**config.mk**
```make
export PLATFORM = sky130hd
export DESIGN_NAME = phio_port
export DESIGN_NICKNAME = d
export VERILOG_FILES = /design/src/rtl/phio_pkg.sv /design/src/rtl/phio_port.sv /design/src/rtl/phio_buf.sv
export SDC_FILE = /design/constraint.sdc
export NUM_CORES = 1
export LEC_CHECK = 0
export BUFFER_PORTS_ARGS = -buffer_cell sky130_fd_sc_hd__buf_2
export CAP_MARGIN = 20
export CORE_ASPECT_RATIO = 1.4
export CORE_MARGIN = 4
export CORE_UTILIZATION = 50
export CTS_BUF_LIST = sky130_fd_sc_hd__clkbuf_8
export DETAILED_ROUTE_END_ITERATION = 8
export PLACE_DENSITY = 0.77
export SLEW_MARGIN = 20
export SYNTH_ARGS = -nofsm -noshare
export SYNTH_HDL_FRONTEND = slang
export SYNTH_SLANG_ARGS = --single-unit
```
**constraint.sdc**
```tcl
create_clock -name core_clk -period 5.23 [get_ports core_clk]
set_input_delay 1.046 -clock core_clk [delete_from_list [all_inputs] [get_ports core_clk]]
set_output_delay 1.046 -clock core_clk [all_outputs]
set_load 0.02 [all_outputs]
```
**src/rtl/phio_pkg.sv**
```systemverilog
// Shared constants for the parallel handshake I/O port.
package phio_pkg;

    // ----------------------------------------------------------------
    // Widths and reset values
    // ----------------------------------------------------------------
    localparam int          DATA_W        = 16;
    localparam int          SEL_W         = 4;
    localparam logic [3:0]  SEL_CODE_RST  = 4'h2;
    localparam logic [3:0]  SEL_HIGH_MIN  = 4'h8;
    localparam logic        FLAG_BUSY_LVL = 1'b1;
    localparam logic        DIR_OUTPUT    = 1'b0;
    localparam logic        DIR_INPUT     = 1'b1;

    // ----------------------------------------------------------------
    // Status word layout
    // ----------------------------------------------------------------
    localparam logic [15:0] STATUS_BASE   = 16'h0120;
    localparam int          ST_FLAG_BUSY  = 0;
    localparam int          ST_HOST_BUSY  = 1;
    localparam int          ST_IN_VALID   = 2;
    localparam int          ST_INT_EN     = 3;
    localparam int          ST_DMA_EN     = 4;

    // ----------------------------------------------------------------
    // Timing
    // ----------------------------------------------------------------
    localparam int          CLK_PERIOD_NS = 100;
    localparam int          OUT_DELAY_NS  = 100;
    localparam int          OUT_DELAY_CYC = (OUT_DELAY_NS + CLK_PERIOD_NS - 1) / CLK_PERIOD_NS;
    localparam int          DLY_W         = 4;

endpackage

```
**src/rtl/phio_port.sv**
```systemverilog
// Parallel handshake I/O port: host command side, peripheral pins, status and interrupts.
//
// Functional notes
// - Latch sixteen input lines, drive sixteen output lines, keep output during input.
// - Select codes 0-7 request low-priority interrupt, 8-15 high-priority.
// - Within a level higher select code wins; 7 and 15 rank highest.
// - Select code comes up as 2 after reset.
// - Status read at own code returns at least 288; other codes give zero.
// - Direction line low for host output, high for host input.
// - Output strobe set only while new output data sits on the lines.
// - Input strobe set only while a new input word is requested.
// - Full mode waits for flag ready before setting the strobe.
// - Pulse mode sets strobe without checking flag; a flag transition ends it.
// - Interrupt enabled and DMA off: request interrupt when idle and flag shows ready.
// - Host bus flag busy during a handshake; reset clears interrupt and DMA enables.
`timescale 1ns/1ps
module phio_port
    import phio_pkg::*;
#(
    parameter int          WIDTH    = DATA_W,
    parameter logic [3:0]  SEL_INIT = SEL_CODE_RST
) (
    // Clock and reset
    input  wire logic             core_clk,
    input  wire logic             rst,
    // Host output words
    input  wire logic             out_valid,
    input  wire logic [WIDTH-1:0] out_data,
    output logic                  out_ready,
    // Host input words
    input  wire logic             in_req,
    output logic                  in_req_ready,
    output logic                  in_valid,
    output logic [WIDTH-1:0]      in_data,
    input  wire logic             in_take,
    // Mode and select code
    input  wire logic             mode_wr,
    input  wire logic             mode_int_en,
    input  wire logic             mode_dma_en,
    input  wire logic             mode_pulse,
    input  wire logic             sel_wr,
    input  wire logic [3:0]       sel_code_in,
    // Status read
    input  wire logic             stat_rd,
    input  wire logic [3:0]       stat_addr,
    output logic                  stat_valid,
    output logic [15:0]           stat_data,
    // Host bus signalling
    output logic                  host_bus_flag,
    output logic                  irq_low,
    output logic                  irq_high,
    output logic [2:0]            irq_rank,
    output logic                  dma_req,
    // Peripheral pins
    input  wire logic [WIDTH-1:0] data_input_lines,
    output logic [WIDTH-1:0]      data_output_lines,
    output logic                  control_strobe,
    output logic                  xfer_dir,
    input  wire logic             peripheral_flag
);

    typedef enum logic [1:0] {
        HS_IDLE,
        HS_WAIT_RDY,
        HS_SETTLE,
        HS_STROBE
    } phio_hs_e;

    phio_hs_e         state_ff;
    phio_hs_e         nxt_state;
    logic [DLY_W-1:0] dly_ff;
    logic             flag_prev_ff;
    logic             int_en_ff;
    logic             dma_en_ff;
    logic [3:0]       sel_code_ff;
    logic             flag_ready;
    logic             flag_edge;
    logic             start_out;
    logic             start_in;
    logic             done;
    logic             push_valid;
    logic             buf_ready;
    logic             buf_valid;
    logic             idle_ready;
    logic [15:0]      stat_word;
    logic             stat_hit;

    // ----------------------------------------------------------------
    // Flag decoding
    // ----------------------------------------------------------------
    assign flag_ready = (peripheral_flag != FLAG_BUSY_LVL);
    assign flag_edge  = (peripheral_flag != flag_prev_ff);
    assign done       = (state_ff == HS_STROBE) && flag_edge;

    always_ff @(posedge core_clk) begin
        if (rst) begin
            flag_prev_ff <= peripheral_flag;
        end else begin
            flag_prev_ff <= peripheral_flag;
        end
    end

    // ----------------------------------------------------------------
    // Transfer starts
    // ----------------------------------------------------------------
    assign out_ready    = (state_ff == HS_IDLE);
    assign in_req_ready = (state_ff == HS_IDLE) && !out_valid && buf_ready;
    assign start_out    = out_valid && out_ready;
    assign start_in     = in_req && in_req_ready;

    // ----------------------------------------------------------------
    // Handshake sequencer
    // ----------------------------------------------------------------
    always_comb begin
        nxt_state = state_ff;
        unique case (state_ff)
            HS_IDLE: begin
                if (start_out || start_in) begin
                    nxt_state = mode_pulse ? HS_SETTLE : HS_WAIT_RDY;
                end
            end
            HS_WAIT_RDY: begin
                if (flag_ready) begin
                    nxt_state = HS_SETTLE;
                end
            end
            HS_SETTLE: begin
                if (dly_ff == '0) begin
                    nxt_state = HS_STROBE;
                end
            end
            HS_STROBE: begin
                if (done) begin
                    nxt_state = HS_IDLE;
                end
            end
        endcase
    end

    always_ff @(posedge core_clk) begin
        if (rst) begin
            state_ff <= HS_IDLE;
        end else begin
            state_ff <= nxt_state;
        end
    end

    always_ff @(posedge core_clk) begin
        if (rst) begin
            dly_ff <= '0;
        end else if (state_ff != HS_SETTLE) begin
            dly_ff <= DLY_W'(OUT_DELAY_CYC - 1);
        end else if (dly_ff != '0) begin
            dly_ff <= dly_ff - DLY_W'(1);
        end
    end

    // ----------------------------------------------------------------
    // Peripheral side outputs and host bus flag
    // ----------------------------------------------------------------
    always_ff @(posedge core_clk) begin
        if (rst) begin
            control_strobe <= 1'b0;
        end else begin
            control_strobe <= (nxt_state == HS_STROBE);
        end
    end

    always_ff @(posedge core_clk) begin
        if (rst) begin
            xfer_dir <= DIR_OUTPUT;
        end else if (start_out) begin
            xfer_dir <= DIR_OUTPUT;
        end else if (start_in) begin
            xfer_dir <= DIR_INPUT;
        end
    end

    always_ff @(posedge core_clk) begin
        if (rst) begin
            data_output_lines <= '0;
        end else if (start_out) begin
            data_output_lines <= out_data;
        end
    end

    always_ff @(posedge core_clk) begin
        if (rst) begin
            host_bus_flag <= 1'b0;
        end else begin
            host_bus_flag <= (nxt_state != HS_IDLE);
        end
    end

    // ----------------------------------------------------------------
    // Input word buffer
    // ----------------------------------------------------------------
    assign push_valid = done && (xfer_dir == DIR_INPUT);

    phio_buf #(
        .WIDTH (WIDTH),
        .DEPTH (2)
    ) u_in_buf (
        .core_clk (core_clk),
        .rst      (rst),
        .wr_valid (push_valid),
        .wr_data  (data_input_lines),
        .wr_ready (buf_ready),
        .rd_valid (buf_valid),
        .rd_data  (in_data),
        .rd_ready (in_take)
    );

    assign in_valid = buf_valid;

    // ----------------------------------------------------------------
    // Mode and select code
    // ----------------------------------------------------------------
    always_ff @(posedge core_clk) begin
        if (rst) begin
            int_en_ff <= 1'b0;
            dma_en_ff <= 1'b0;
        end else if (mode_wr) begin
            int_en_ff <= mode_int_en;
            dma_en_ff <= mode_dma_en;
        end
    end

    always_ff @(posedge core_clk) begin
        if (rst) begin
            sel_code_ff <= SEL_INIT;
        end else if (sel_wr) begin
            sel_code_ff <= sel_code_in;
        end
    end

    // ----------------------------------------------------------------
    // Interrupt and DMA requests
    // ----------------------------------------------------------------
    assign idle_ready = (state_ff == HS_IDLE) && flag_ready;

    always_ff @(posedge core_clk) begin
        if (rst) begin
            irq_low  <= 1'b0;
            irq_high <= 1'b0;
        end else begin
            irq_low  <= int_en_ff && !dma_en_ff && idle_ready
                        && (sel_code_ff < SEL_HIGH_MIN);
            irq_high <= int_en_ff && !dma_en_ff && idle_ready
                        && (sel_code_ff >= SEL_HIGH_MIN);
        end
    end

    always_ff @(posedge core_clk) begin
        if (rst) begin
            dma_req <= 1'b0;
        end else begin
            dma_req <= dma_en_ff && idle_ready;
        end
    end

    always_ff @(posedge core_clk) begin
        if (rst) begin
            irq_rank <= '0;
        end else begin
            irq_rank <= sel_code_ff[2:0];
        end
    end

    // ----------------------------------------------------------------
    // Status word
    // ----------------------------------------------------------------
    always_comb begin
        stat_word               = STATUS_BASE;
        stat_word[ST_FLAG_BUSY] = !flag_ready;
        stat_word[ST_HOST_BUSY] = host_bus_flag;
        stat_word[ST_IN_VALID]  = buf_valid;
        stat_word[ST_INT_EN]    = int_en_ff;
        stat_word[ST_DMA_EN]    = dma_en_ff;
    end

    assign stat_hit = (stat_addr == sel_code_ff);

    // ----------------------------------------------------------------
    // Status read
    // ----------------------------------------------------------------
    always_ff @(posedge core_clk) begin
        if (rst) begin
            stat_valid <= 1'b0;
            stat_data  <= '0;
        end else begin
            stat_valid <= stat_rd;
            if (stat_rd && stat_hit) begin
                stat_data <= stat_word;
            end else if (stat_rd) begin
                stat_data <= '0;
            end
        end
    end

endmodule // phio_port

```
**src/rtl/phio_buf.sv**
```systemverilog
// Small first-in first-out buffer with valid and ready on both sides.
`timescale 1ns/1ps
module phio_buf
    import phio_pkg::*;
#(
    parameter int WIDTH = 16,
    parameter int DEPTH = 2
) (
    // Clock and reset
    input  wire logic             core_clk,
    input  wire logic             rst,
    // Fill side
    input  wire logic             wr_valid,
    input  wire logic [WIDTH-1:0] wr_data,
    output logic                  wr_ready,
    // Drain side
    output logic                  rd_valid,
    output logic [WIDTH-1:0]      rd_data,
    input  wire logic             rd_ready
);

    localparam int PW = (DEPTH > 1) ? $clog2(DEPTH) : 1;
    localparam int CW = $clog2(DEPTH + 1);

    logic [WIDTH-1:0] mem_ff [DEPTH];
    logic [PW-1:0]    wptr_ff;
    logic [PW-1:0]    rptr_ff;
    logic [CW-1:0]    count_ff;
    logic             push;
    logic             pop;

    assign wr_ready = (count_ff != CW'(DEPTH));
    assign rd_valid = (count_ff != '0);
    assign push     = wr_valid && wr_ready;
    assign pop      = rd_valid && rd_ready;

    // ----------------------------------------------------------------
    // Storage
    // ----------------------------------------------------------------
    always_ff @(posedge core_clk) begin
        if (push) begin
            mem_ff[wptr_ff] <= wr_data;
        end
    end

    always_ff @(posedge core_clk) begin
        if (rst) begin
            rd_data <= '0;
        end else begin
            rd_data <= (pop && count_ff > CW'(1)) ? mem_ff[rptr_ff + PW'(1)]
                     : (count_ff == '0 || (pop && count_ff == CW'(1))) ? wr_data
                     : rd_data;
        end
    end

    // ----------------------------------------------------------------
    // Pointers
    // ----------------------------------------------------------------
    always_ff @(posedge core_clk) begin
        if (rst) begin
            wptr_ff  <= '0;
            rptr_ff  <= '0;
            count_ff <= '0;
        end else begin
            if (push) begin
                wptr_ff <= (wptr_ff == PW'(DEPTH - 1)) ? '0 : wptr_ff + PW'(1);
            end
            if (pop) begin
                rptr_ff <= (rptr_ff == PW'(DEPTH - 1)) ? '0 : rptr_ff + PW'(1);
            end
            count_ff <= count_ff + CW'(push) - CW'(pop);
        end
    end

endmodule // phio_buf

```
==> results of run 1 <==
cell families after synthesis:
group,after synthesis
other cells,1
mux,22
compound gates,67
buf+inv,40
simple gates,128
flops,97
fa+ha+maj,3
xor+xnor,10
metal layers:
layer | vias to the layer above | global-route usage
met5 | - | 0
met4 | 0 | 0.0578
met3 | 6 | 0.0377
met2 | 60 | 0.303
met1 | 1320 | 0.208
li1 | 1425 | -
cell type report:
type,count,area [µm²],area share
Clock buffer,12,165,0.0362
Clock inverter,4,48.8,0.0107
Inverter,8,30.0,0.00657
Multi-Input combinational cell,239,1420,0.310
Sequential cell,97,2260,0.495
Tap cell,97,121,0.0266
Timing Repair Buffer,104,523,0.114
cells in the mapped netlist, types with 2 or more instances:
cell type | number | area [µm²]
a21oi_1 | 42 | 210
inv_1 | 8 | 30.0
mux2i_1 | 22 | 220
buf_4 | 14 | 105
o21ai_0 | 3 | 15.0
edfxtp_1 | 32 | 961
nand2b_1 | 7 | 43.8
nor2_4 | 2 | 22.5
and2_1 | 3 | 18.8
ha_1 | 3 | 37.5
xor2_1 | 5 | 43.8
dfxtp_1 | 65 | 1300
nor3_1 | 4 | 20.0
nand2_1 | 66 | 248
nor2_1 | 17 | 63.8
buf_6 | 3 | 33.8
clkbuf_1 | 7 | 26.3
nor2b_1 | 7 | 43.8
nand3b_1 | 2 | 15.0
nand3_1 | 7 | 35.0
o211ai_1 | 15 | 113
or3_1 | 2 | 12.5
xnor2_1 | 5 | 43.8
buf_2 | 7 | 35.0
nor4_1 | 2 | 12.5
flip-flops by register name, summed over array words and instances (netlist names):
register and cells:
u_in_buf.count_ff 2, control_strobe 1, int_en_ff 1, u_in_buf.mem_ff 32
u_in_buf.rd_data 16, sel_code_ff 4, dma_req 1, u_in_buf.wptr_ff 1
irq_rank 3, u_in_buf.rptr_ff 1, dma_en_ff 1, dly_ff 4
host_bus_flag 1, state_ff 2, stat_data 6, data_output_lines 16
flag_prev_ff 1, xfer_dir 1, stat_valid 1, irq_low 1
irq_high 1
worst max-delay path by stage:
stage                                                   to  slack (ns)  cells after the start
final                                         in_req_ready        2.60                      3
after global routing                          in_req_ready        2.59                      3
after global placement    u_in_buf.mem_ff[1][13]$_DFFE_PP_        2.60                      4
after detailed placement  u_in_buf.mem_ff[1][14]$_DFFE_PP_        2.53                      4
after CTS                                     in_req_ready        2.60                      3
after floorplan            u_in_buf.mem_ff[0][0]$_DFFE_PP_        1.99                      2
power by group through the flow:
stage	sequential (mW)	combinational [mW]	clock (mW)
6_report	0.889	0.382	0.507
5_1_grt	0.899	0.425	0.552
4_1_cts	0.891	0.389	0.519
3_5_place_dp	0.908	0.387	0
3_3_place_gp	0.905	0.380	0
2_1_floorplan	0.929	0.275	0
worst max-delay path, stage by stage:
cell and delay, ns:
buf_2 0.13, nor4_1 0.20, buf_2 0.21
==> out/metrics.cfg, run 1 <==
[run_status]
status=completed

[setup_path]
endpoint_kind=output port
reg2reg_setup_slack_ns=3.20
rr_startpoint=state_ff[0]$_SDFF_PP0_
reg2regPathDepth=3
crit_arrival_ns=1.58
critPathMaxFanout=5
cp-start-kind=input port
r2r-end=u_in_buf.mem_ff[1][7]$_DFFE_PP_
critical_path_required_ns=4.18
path_class=in -> out
cp-startpoint=out_valid

[floorplanning]
coreArea_mm2=0.00745
rows=37
dieArea_mm2=0.00927
ios=113
die_h_um=112
start_util=0.522
dieWidth_um=82.5

[cells_and_area]
design_area_mm2=0.00457
drive_gt1_frac=0.282
instances_no_fill=561
layout_commonest_cell=buf_2
utilization=0.613
area_growth_pct=17.5
antenna_cells=0
final_cell_mix=buf_2 (103), nand2_1 (66), dfxtp_1 (65)
fill_cells=619
nNetsFinal=514

[synth]
synth-simple-area-share=0.160
avgSynthCellArea_um2=10.6
ys_seq_elements=97
yosys_warnings=0
async_flop_share=0
syn_area_mm2=0.00389
yosysSeqAreaShare=0.582
synth_fa_ha_area_frac=0.00966
synthDistinctLibCells=43
synthXorXnorAreaFrac=0.0225
synthCells=368
synth_top_family_by_area=simple AND/OR/NAND/NOR gates
yosys_most_used_dff=dfxtp_1
synth_edf_count=32
synthMuxAreaShare=0.0566
synth_compound_area_frac=0.105

[cts]
cts_hold_buf=0
cts_resized=0
cts_tree=built
cts_setup_buffers=0
cts_buffers=9
path_clk_slew_ns=0.09
clk_latency_ns=0.35
ctsHtreeMaxLevel=3
cts_buffer_depth=2
clock_sinks=97
root_buffer=clkbuf_8

[sta]
drv_slew=0
worst_clock_skew_ns=0.00975
max_slew_margin=0.298
final.min_clock_period_ns=2.63
fin_setup_tns_ns=0
setup_slack_ns=2.60
max_freq_mhz=380
final_hold_viol_count=0
finalSetupViolations=0
hold_ws_ns=0.454
post-route-period-util=0.503
rsz0062_at_grt=no
worst_slew_pin_slew_ns=1.05

[global_routing]
antenna_found_initial=0
grt_max_degree=59
grt_pass1_vias=2714
track_usage=0.174
grt_overflow=0
grt_pass1_wl_um=12600

[pwr]
powerDensity_mw_per_mm2=389
ir_worst_vdd_mv=0.228
internal_power_mw=1.24
seq_power_share=0.500
netSwitchingFraction=0.301
switching_power_mw=0.536
clock_power_share=0.285
finalPower_mw=1.78
comb_power_share=0.215
power.leakage_nw=1.86

[drt]
vias=2811
top_layer_used=met4
firstDrtPassIters=4
wl_met3_um=356
via_per_inst=5.01
avgRoutedWirePerCell_um=13.6
met2WireLength_um=4140
antenna_left=0
drt-total-wl_um=7630
drc_errors=0
drt_iter0_drc=115
met1_length_um=3070

[worst_hold_path]
min_from=data_output_lines[12]$_SDFFE_PP0P_
hold_class=reg -> reg
min_to=data_output_lines[12]$_SDFFE_PP0P_
min_path_cells=2

[job]
cap_viol_max_count=0

[place]
io_buffers=103
place_area_mm2=0.00435
dp.cells=545
dpl.hpwl_um=5400
routabilityCongestion=0.792
pre_cts_slack_ns=2.53

No activity file was read; power rests on OpenSTA's default activity.
==> run 2: changes to the inputs <==
--- a/config.mk
+++ b/config.mk
@@ -5,14 +5,15 @@
 export SDC_FILE = /design/constraint.sdc
 export NUM_CORES = 1
 export LEC_CHECK = 0
+export ABC_AREA = 1
 export BUFFER_PORTS_ARGS = -buffer_cell sky130_fd_sc_hd__buf_2
 export CAP_MARGIN = 20
 export CORE_ASPECT_RATIO = 1.4
 export CORE_MARGIN = 4
-export CORE_UTILIZATION = 50
+export CORE_UTILIZATION = 48
 export CTS_BUF_LIST = sky130_fd_sc_hd__clkbuf_8
 export DETAILED_ROUTE_END_ITERATION = 8
-export PLACE_DENSITY = 0.77
+export PLACE_DENSITY = 0.78
 export SLEW_MARGIN = 20
 export SYNTH_ARGS = -nofsm -noshare
 export SYNTH_HDL_FRONTEND = slang
==> constraint.sdc (replaced) <==
create_clock -name core_clk -period 2.2 [get_ports core_clk]
set_input_delay 0.44 -clock core_clk [delete_from_list [all_inputs] [get_ports core_clk]]
set_output_delay 0.44 -clock core_clk [all_outputs]
set_load 0.02 [all_outputs]
==> run 2 against run 1 <==
Net effect:
- clock skew is 0.0049 ns higher
- combinational power is 94% higher
- area after synthesis is 0.61% higher
- design area is 3.4% higher
- total power is 120% higher
- register-to-register slack worse by 2.8 ns
- non-clock buffer count is 8 higher
- die area is 4.4% higher
- critical path type is now reg -> out
- largest cell class unchanged
==> out/metrics.cfg, run 2 <==
[run_status]
status=completed

[synth]
synthDistinctLibCells=27
synth_fa_ha_area_frac=0.00960
synth_edf_count=32
yosys_warnings=0
syn_area_mm2=0.00391
synth_top_area_share=0.333
synthXorXnorAreaFrac=0.00448
synth_compound_area_frac=0.0691
yosys_most_used_dff=dfxtp_1
async_flop_share=0
synthMuxAreaShare=0
synth_top_cells_by_count=nand2_1 (111), dfxtp_1 (65), nor2_1 (53), inv_1 (49)
yosysMostFrequentCell=nand2_1
ys_seq_elements=97
synthCells=462
synth-simple-area-share=0.247
synth_top_family_by_area=simple AND/OR/NAND/NOR gates
yosys-top-cells-area=dfxtp_1 (33%), edfxtp_1 (25%), nand2_1 (11%)
avgSynthCellArea_um2=8.47
yosys.area.top_type=dfxtp_1
yosysSeqAreaShare=0.578

[worst_hold_path]
hold_class=in -> reg
min_path_cells=1

[pwr]
powerDensity_mw_per_mm2=844
ir_worst_vdd_mv=0.527
power.leakage_nw=2.32

[cells_and_area]
drive_gt1_frac=0.234
layout_commonest_cell=nand2_1
area_growth_pct=20.8
nNetsFinal=622
instances_no_fill=672
top_regs=u_in_buf.mem_ff: 32 flops, data_output_lines: 16 flops, u_in_buf.rd_data: 16 flops
top_register=u_in_buf.mem_ff
final_cell_mix=nand2_1 (111), buf_2 (103), dfxtp_1 (65)
antenna_cells=0
largest_reg_flops=32

[drt]
antenna_left=0
drt_iter0_drc=174
avgRoutedWirePerCell_um=13.0
drc_errors=0
vias=3277
firstDrtPassIters=4
drt-total-wl_um=8710
via_per_inst=4.88

[cts]
path_clk_slew_ns=0.08
cts_buffers=9
cts_tree=built
root_buffer=clkbuf_8
clock_sinks=97
cts_buffer_depth=2
cts_hold_buf=0
clk_latency_ns=0.36
ctsHtreeMaxLevel=3
cts_resized=0
cts_setup_buffers=0

[global_routing]
track_usage=0.185
grt_pass1_vias=3235
grt_overflow=0
grt_pass1_wl_um=14300
antenna_found_initial=0
grt_max_degree=24

[setup_path]
reg2regPathDepth=7
crit_arrival_ns=1.33
critical_path_required_ns=1.76
endpoint_kind=output port
critPathMaxFanout=7
path_class=reg -> out
cp-start-kind=register

[sta]
worst_clock_skew_ns=0.0147
hold_ws_ns=0.258
drv_slew=0
rsz0062_at_grt=no
post-route-period-util=0.805
fin_setup_tns_ns=0
final_hold_viol_count=0
finalSetupViolations=0
max_freq_mhz=564
final.min_clock_period_ns=1.77

[place]
dp.cells=656
io_buffers=103
routabilityCongestion=0.813
dpl.hpwl_um=6430

[floorplanning]
dieWidth_um=84.3
ios=113
die_h_um=115
start_util=0.499
dieArea_mm2=0.00968
rows=38
coreArea_mm2=0.00785

[job]
cap_viol_max_count=0

run 2: cell count changes after synthesis, moves of 5 or more:
cell / change
nor2_1: +36
nand2b_1: -7
o211ai_1: -15
nand3_1: +25
nor2b_1: -7
nand2_1: +45
o21ai_0: +22
inv_1: +41
nand4_1: +14
mux2i_1: -22
a21oi_1: -16
xor2_1: -5
run 2: layout make-up:
cell class              instances  area, µm²
inverters                      54        203
repair buffers                112        583
clock inverters                 6       75.1
multi-input cells             293       1340
clock buffers                  10        138
well taps                     100        125
flip-flops and latches         97       2260
fillers                       704       3120
run 2: report_power, final:
part | switching (mW) | internal [mW] | total, mW
sequential | 0.0588 | 1.96 | 2.02
clock | 0.573 | 0.656 | 1.23
combinational | 0.497 | 0.243 | 0.740
run 2: kinds of logic after synthesis:
kind of cell             Yosys count
other                              1
buffers and inverters             80
XOR/XNOR                           2
adder cells (fa/ha/maj)            3
AO/OA/AOI/OAI                     53
flip-flops                        97
AND/OR/NAND/NOR                  226
run 2: worst max-delay path: stages (launching register included):
cell     delay [ns]
dfxtp_1        0.35
nor2_4         0.18
inv_1          0.08
nor3_1         0.18
buf_2          0.19
run 2: worst paths after layout:
check	from	endpoint	slack, ns
worst max-delay path	state_ff[1]$_SDFF_PP0_	in_req_ready	0.43
worst min-delay path	peripheral_flag	flag_prev_ff$_DFF_P_	0.26
worst max register to register	state_ff[0]$_SDFF_PP0_	u_in_buf.mem_ff[1][15]$_DFFE_PP_	0.44
worst min register to register	sel_code_ff[3]$_SDFFE_PP0P_	irq_low$_SDFF_PP0_	0.44
run 2: per-layer routing:
layer | vias to the layer above | track usage | routed length, µm | part of all wire
met5 | - | 0 | 0 | 0
met4 | 0 | 0.0719 | 115 | 0.013
met3 | 8 | 0.0452 | 453 | 0.052
met2 | 82 | 0.342 | 4720 | 0.54
met1 | 1512 | 0.202 | 3420 | 0.39
li1 | 1675 | - | - | -
run 2: per-stage QoR:
stage	util	setup slack [ns]	instance area (µm²)	total power, mW
5_1_grt	0.602	0.254	4720	4.19
6_report	0.602	0.428	4720	3.99
3_5_place_dp	0.575	0.270	4510	2.80
3_3_place_gp	0.575	0.349	4510	2.78
2_1_floorplan	-	0.208	3950	2.56
4_1_cts	0.602	0.405	4720	4.01
==> run 3: changes to the inputs <==
==> constraint.sdc (replaced) <==
create_clock -name core_clk -period 1.6 [get_ports core_clk]
set_input_delay 0.32 -clock core_clk [delete_from_list [all_inputs] [get_ports core_clk]]
set_output_delay 0.32 -clock core_clk [all_outputs]
set_load 0.02 [all_outputs]
==> run 3 against run 2 <==
Net effect:
- cell count grew 1.3%
- worst hold slack lost 0.14 ns
- highest routed layer unchanged
- global-route usage grew 0.62 points
- the flow now finishes with violations (setup timing)
- clock skew shrank 0.0088 ns
- largest cell class unchanged
- critical path depth grew 1
- flip-flop and latch count is the same
- total power grew 34%
- critical endpoint unchanged
==> out/metrics.cfg, run 3 (synthesis results as in run 2) <==
[drt]
firstDrtPassIters=6
avgRoutedWirePerCell_um=13.2
drc_errors=0
via_per_inst=4.86
drt_iter0_drc=187
drt-total-wl_um=9010
vias=3313
antenna_left=0

[setup_path]
rr_startpoint=state_ff[0]$_SDFF_PP0_
path_common_cell=buf_6
critPathTopFamily=flip-flops
slowest_delay_ns=0.34
path_class=reg -> out
reg2regPathDepth=6
crit_end=in_req_ready
critPathMaxFanout=2
reg2reg_setup_slack_ns=0.14
cp-start-kind=register
cp-startpoint=state_ff[1]$_SDFF_PP0_
slowest_stage=dfxtp_2
crit_arrival_ns=1.35
r2r-end=u_in_buf.mem_ff[0][10]$_DFFE_PP_
crit_chain=buf_6 -> nor2_4 -> inv_2 -> nor3_4 -> buf_6
path_buf_inv=3
cp.depth=5
endpoint_kind=output port
critical_path_required_ns=1.28

[cts]
cts_tree=built
clk_latency_ns=0.36
root_buffer=clkbuf_8
clock_sinks=97
ctsHtreeMaxLevel=3
cts_buffers=9
cts_hold_buf=0
cts_buffer_depth=2
path_clk_slew_ns=0.09

[cells_and_area]
final_cell_mix=nand2_1 (110), buf_2 (101), dfxtp_1 (63)
top_register=u_in_buf.mem_ff
layout_commonest_cell=nand2_1
largest_reg_flops=32
area_growth_pct=23.8
antenna_cells=0
nNetsFinal=631
utilization=0.617
drive_gt1_frac=0.262
top_regs=u_in_buf.mem_ff: 32 flops, data_output_lines: 16 flops, u_in_buf.rd_data: 16 flops

[floorplanning]
ios=113
dieArea_mm2=0.00968
start_util=0.499
dieWidth_um=84.3
die_h_um=115
coreArea_mm2=0.00785
rows=38

[global_routing]
grt_pass1_wl_um=14700
track_usage=0.191
grt_max_degree=24
antenna_found_initial=0
grt_pass1_vias=3215
grt_overflow=0

[job]
cap_viol_max_count=0

[place]
pre_cts_slack_ns=-0.0609
io_buffers=103
dpl.hpwl_um=6550
routabilityCongestion=0.864

[sta]
worst_clock_skew_ns=0.00588
rsz0062_at_grt=yes
finalSetupViolations=1
post-route-period-util=1.05
setup_slack_ns=-0.0735
final_hold_viol_count=0
max_freq_mhz=598
final.min_clock_period_ns=1.67
drv_slew=0

[run_status]
violations=setup timing
status=complete, but fails checks

[pwr]
power.leakage_nw=2.37
powerDensity_mw_per_mm2=1110
ir_worst_vdd_mv=0.689

[worst_hold_path]
hold_class=in -> reg
min_path_cells=1

-- run 3: per-stage QoR --
stage	instances	power [mW]	area, µm²	hold WS [ns]	TNS (ns)
final	681	5.36	4840	0.120	-0.0735
after global placement	661	3.85	4570	0.433	-0.472
after global routing	681	5.65	4840	0.105	-0.121
after floorplan	470	3.53	3960	0.348	0
after detailed placement	661	3.89	4570	0.445	-1.33
after CTS	678	5.37	4760	0.0986	-0.0589
-- run 3: worst min path at each step --
| stage | endpoint | from |
|---|---|---|
| 3_3_place_gp | irq_low$_SDFF_PP0_ | sel_code_ff[3]$_SDFFE_PP0P_ |
| 4_1_cts | flag_prev_ff$_DFF_P_ | peripheral_flag |
| 6_report | flag_prev_ff$_DFF_P_ | peripheral_flag |
| 3_5_place_dp | irq_low$_SDFF_PP0_ | sel_code_ff[3]$_SDFFE_PP0P_ |
| 2_1_floorplan | flag_prev_ff$_DFF_P_ | peripheral_flag |
| 5_1_grt | flag_prev_ff$_DFF_P_ | peripheral_flag |
-- run 3: routing by layer --
metal / GRT usage / wire length [µm]
met2: 0.347 / 4870
met5: 0 / 0
met4: 0.0762 / 150
met1: 0.213 / 3530
met3: 0.0495 / 454
-- run 3: repair_timing --
item | in CTS | in global routing
resized for setup | 3 | 11
setup buffers | 1 | 3
endpoints found under the hold margin | 0 | 0
pin swaps | 1 | 3
endpoints found under the setup margin | 10 | 35
-- run 3: layout make-up --
| cell class | count | area (µm²) |
|---|---|---|
| multi-input cells | 293 | 1370 |
| clock buffers | 9 | 124 |
| repair buffers | 121 | 701 |
| fillers | 707 | 3000 |
| flip-flops and latches | 97 | 2260 |
| inverters | 54 | 210 |
| clock inverters | 7 | 53.8 |
| well taps | 100 | 125 |
-- run 3: power by group --
part	total, mW	internal, mW	switching, mW
registers	2.77	2.69	0.0764
clock network	1.48	0.694	0.787
logic	1.11	0.388	0.721
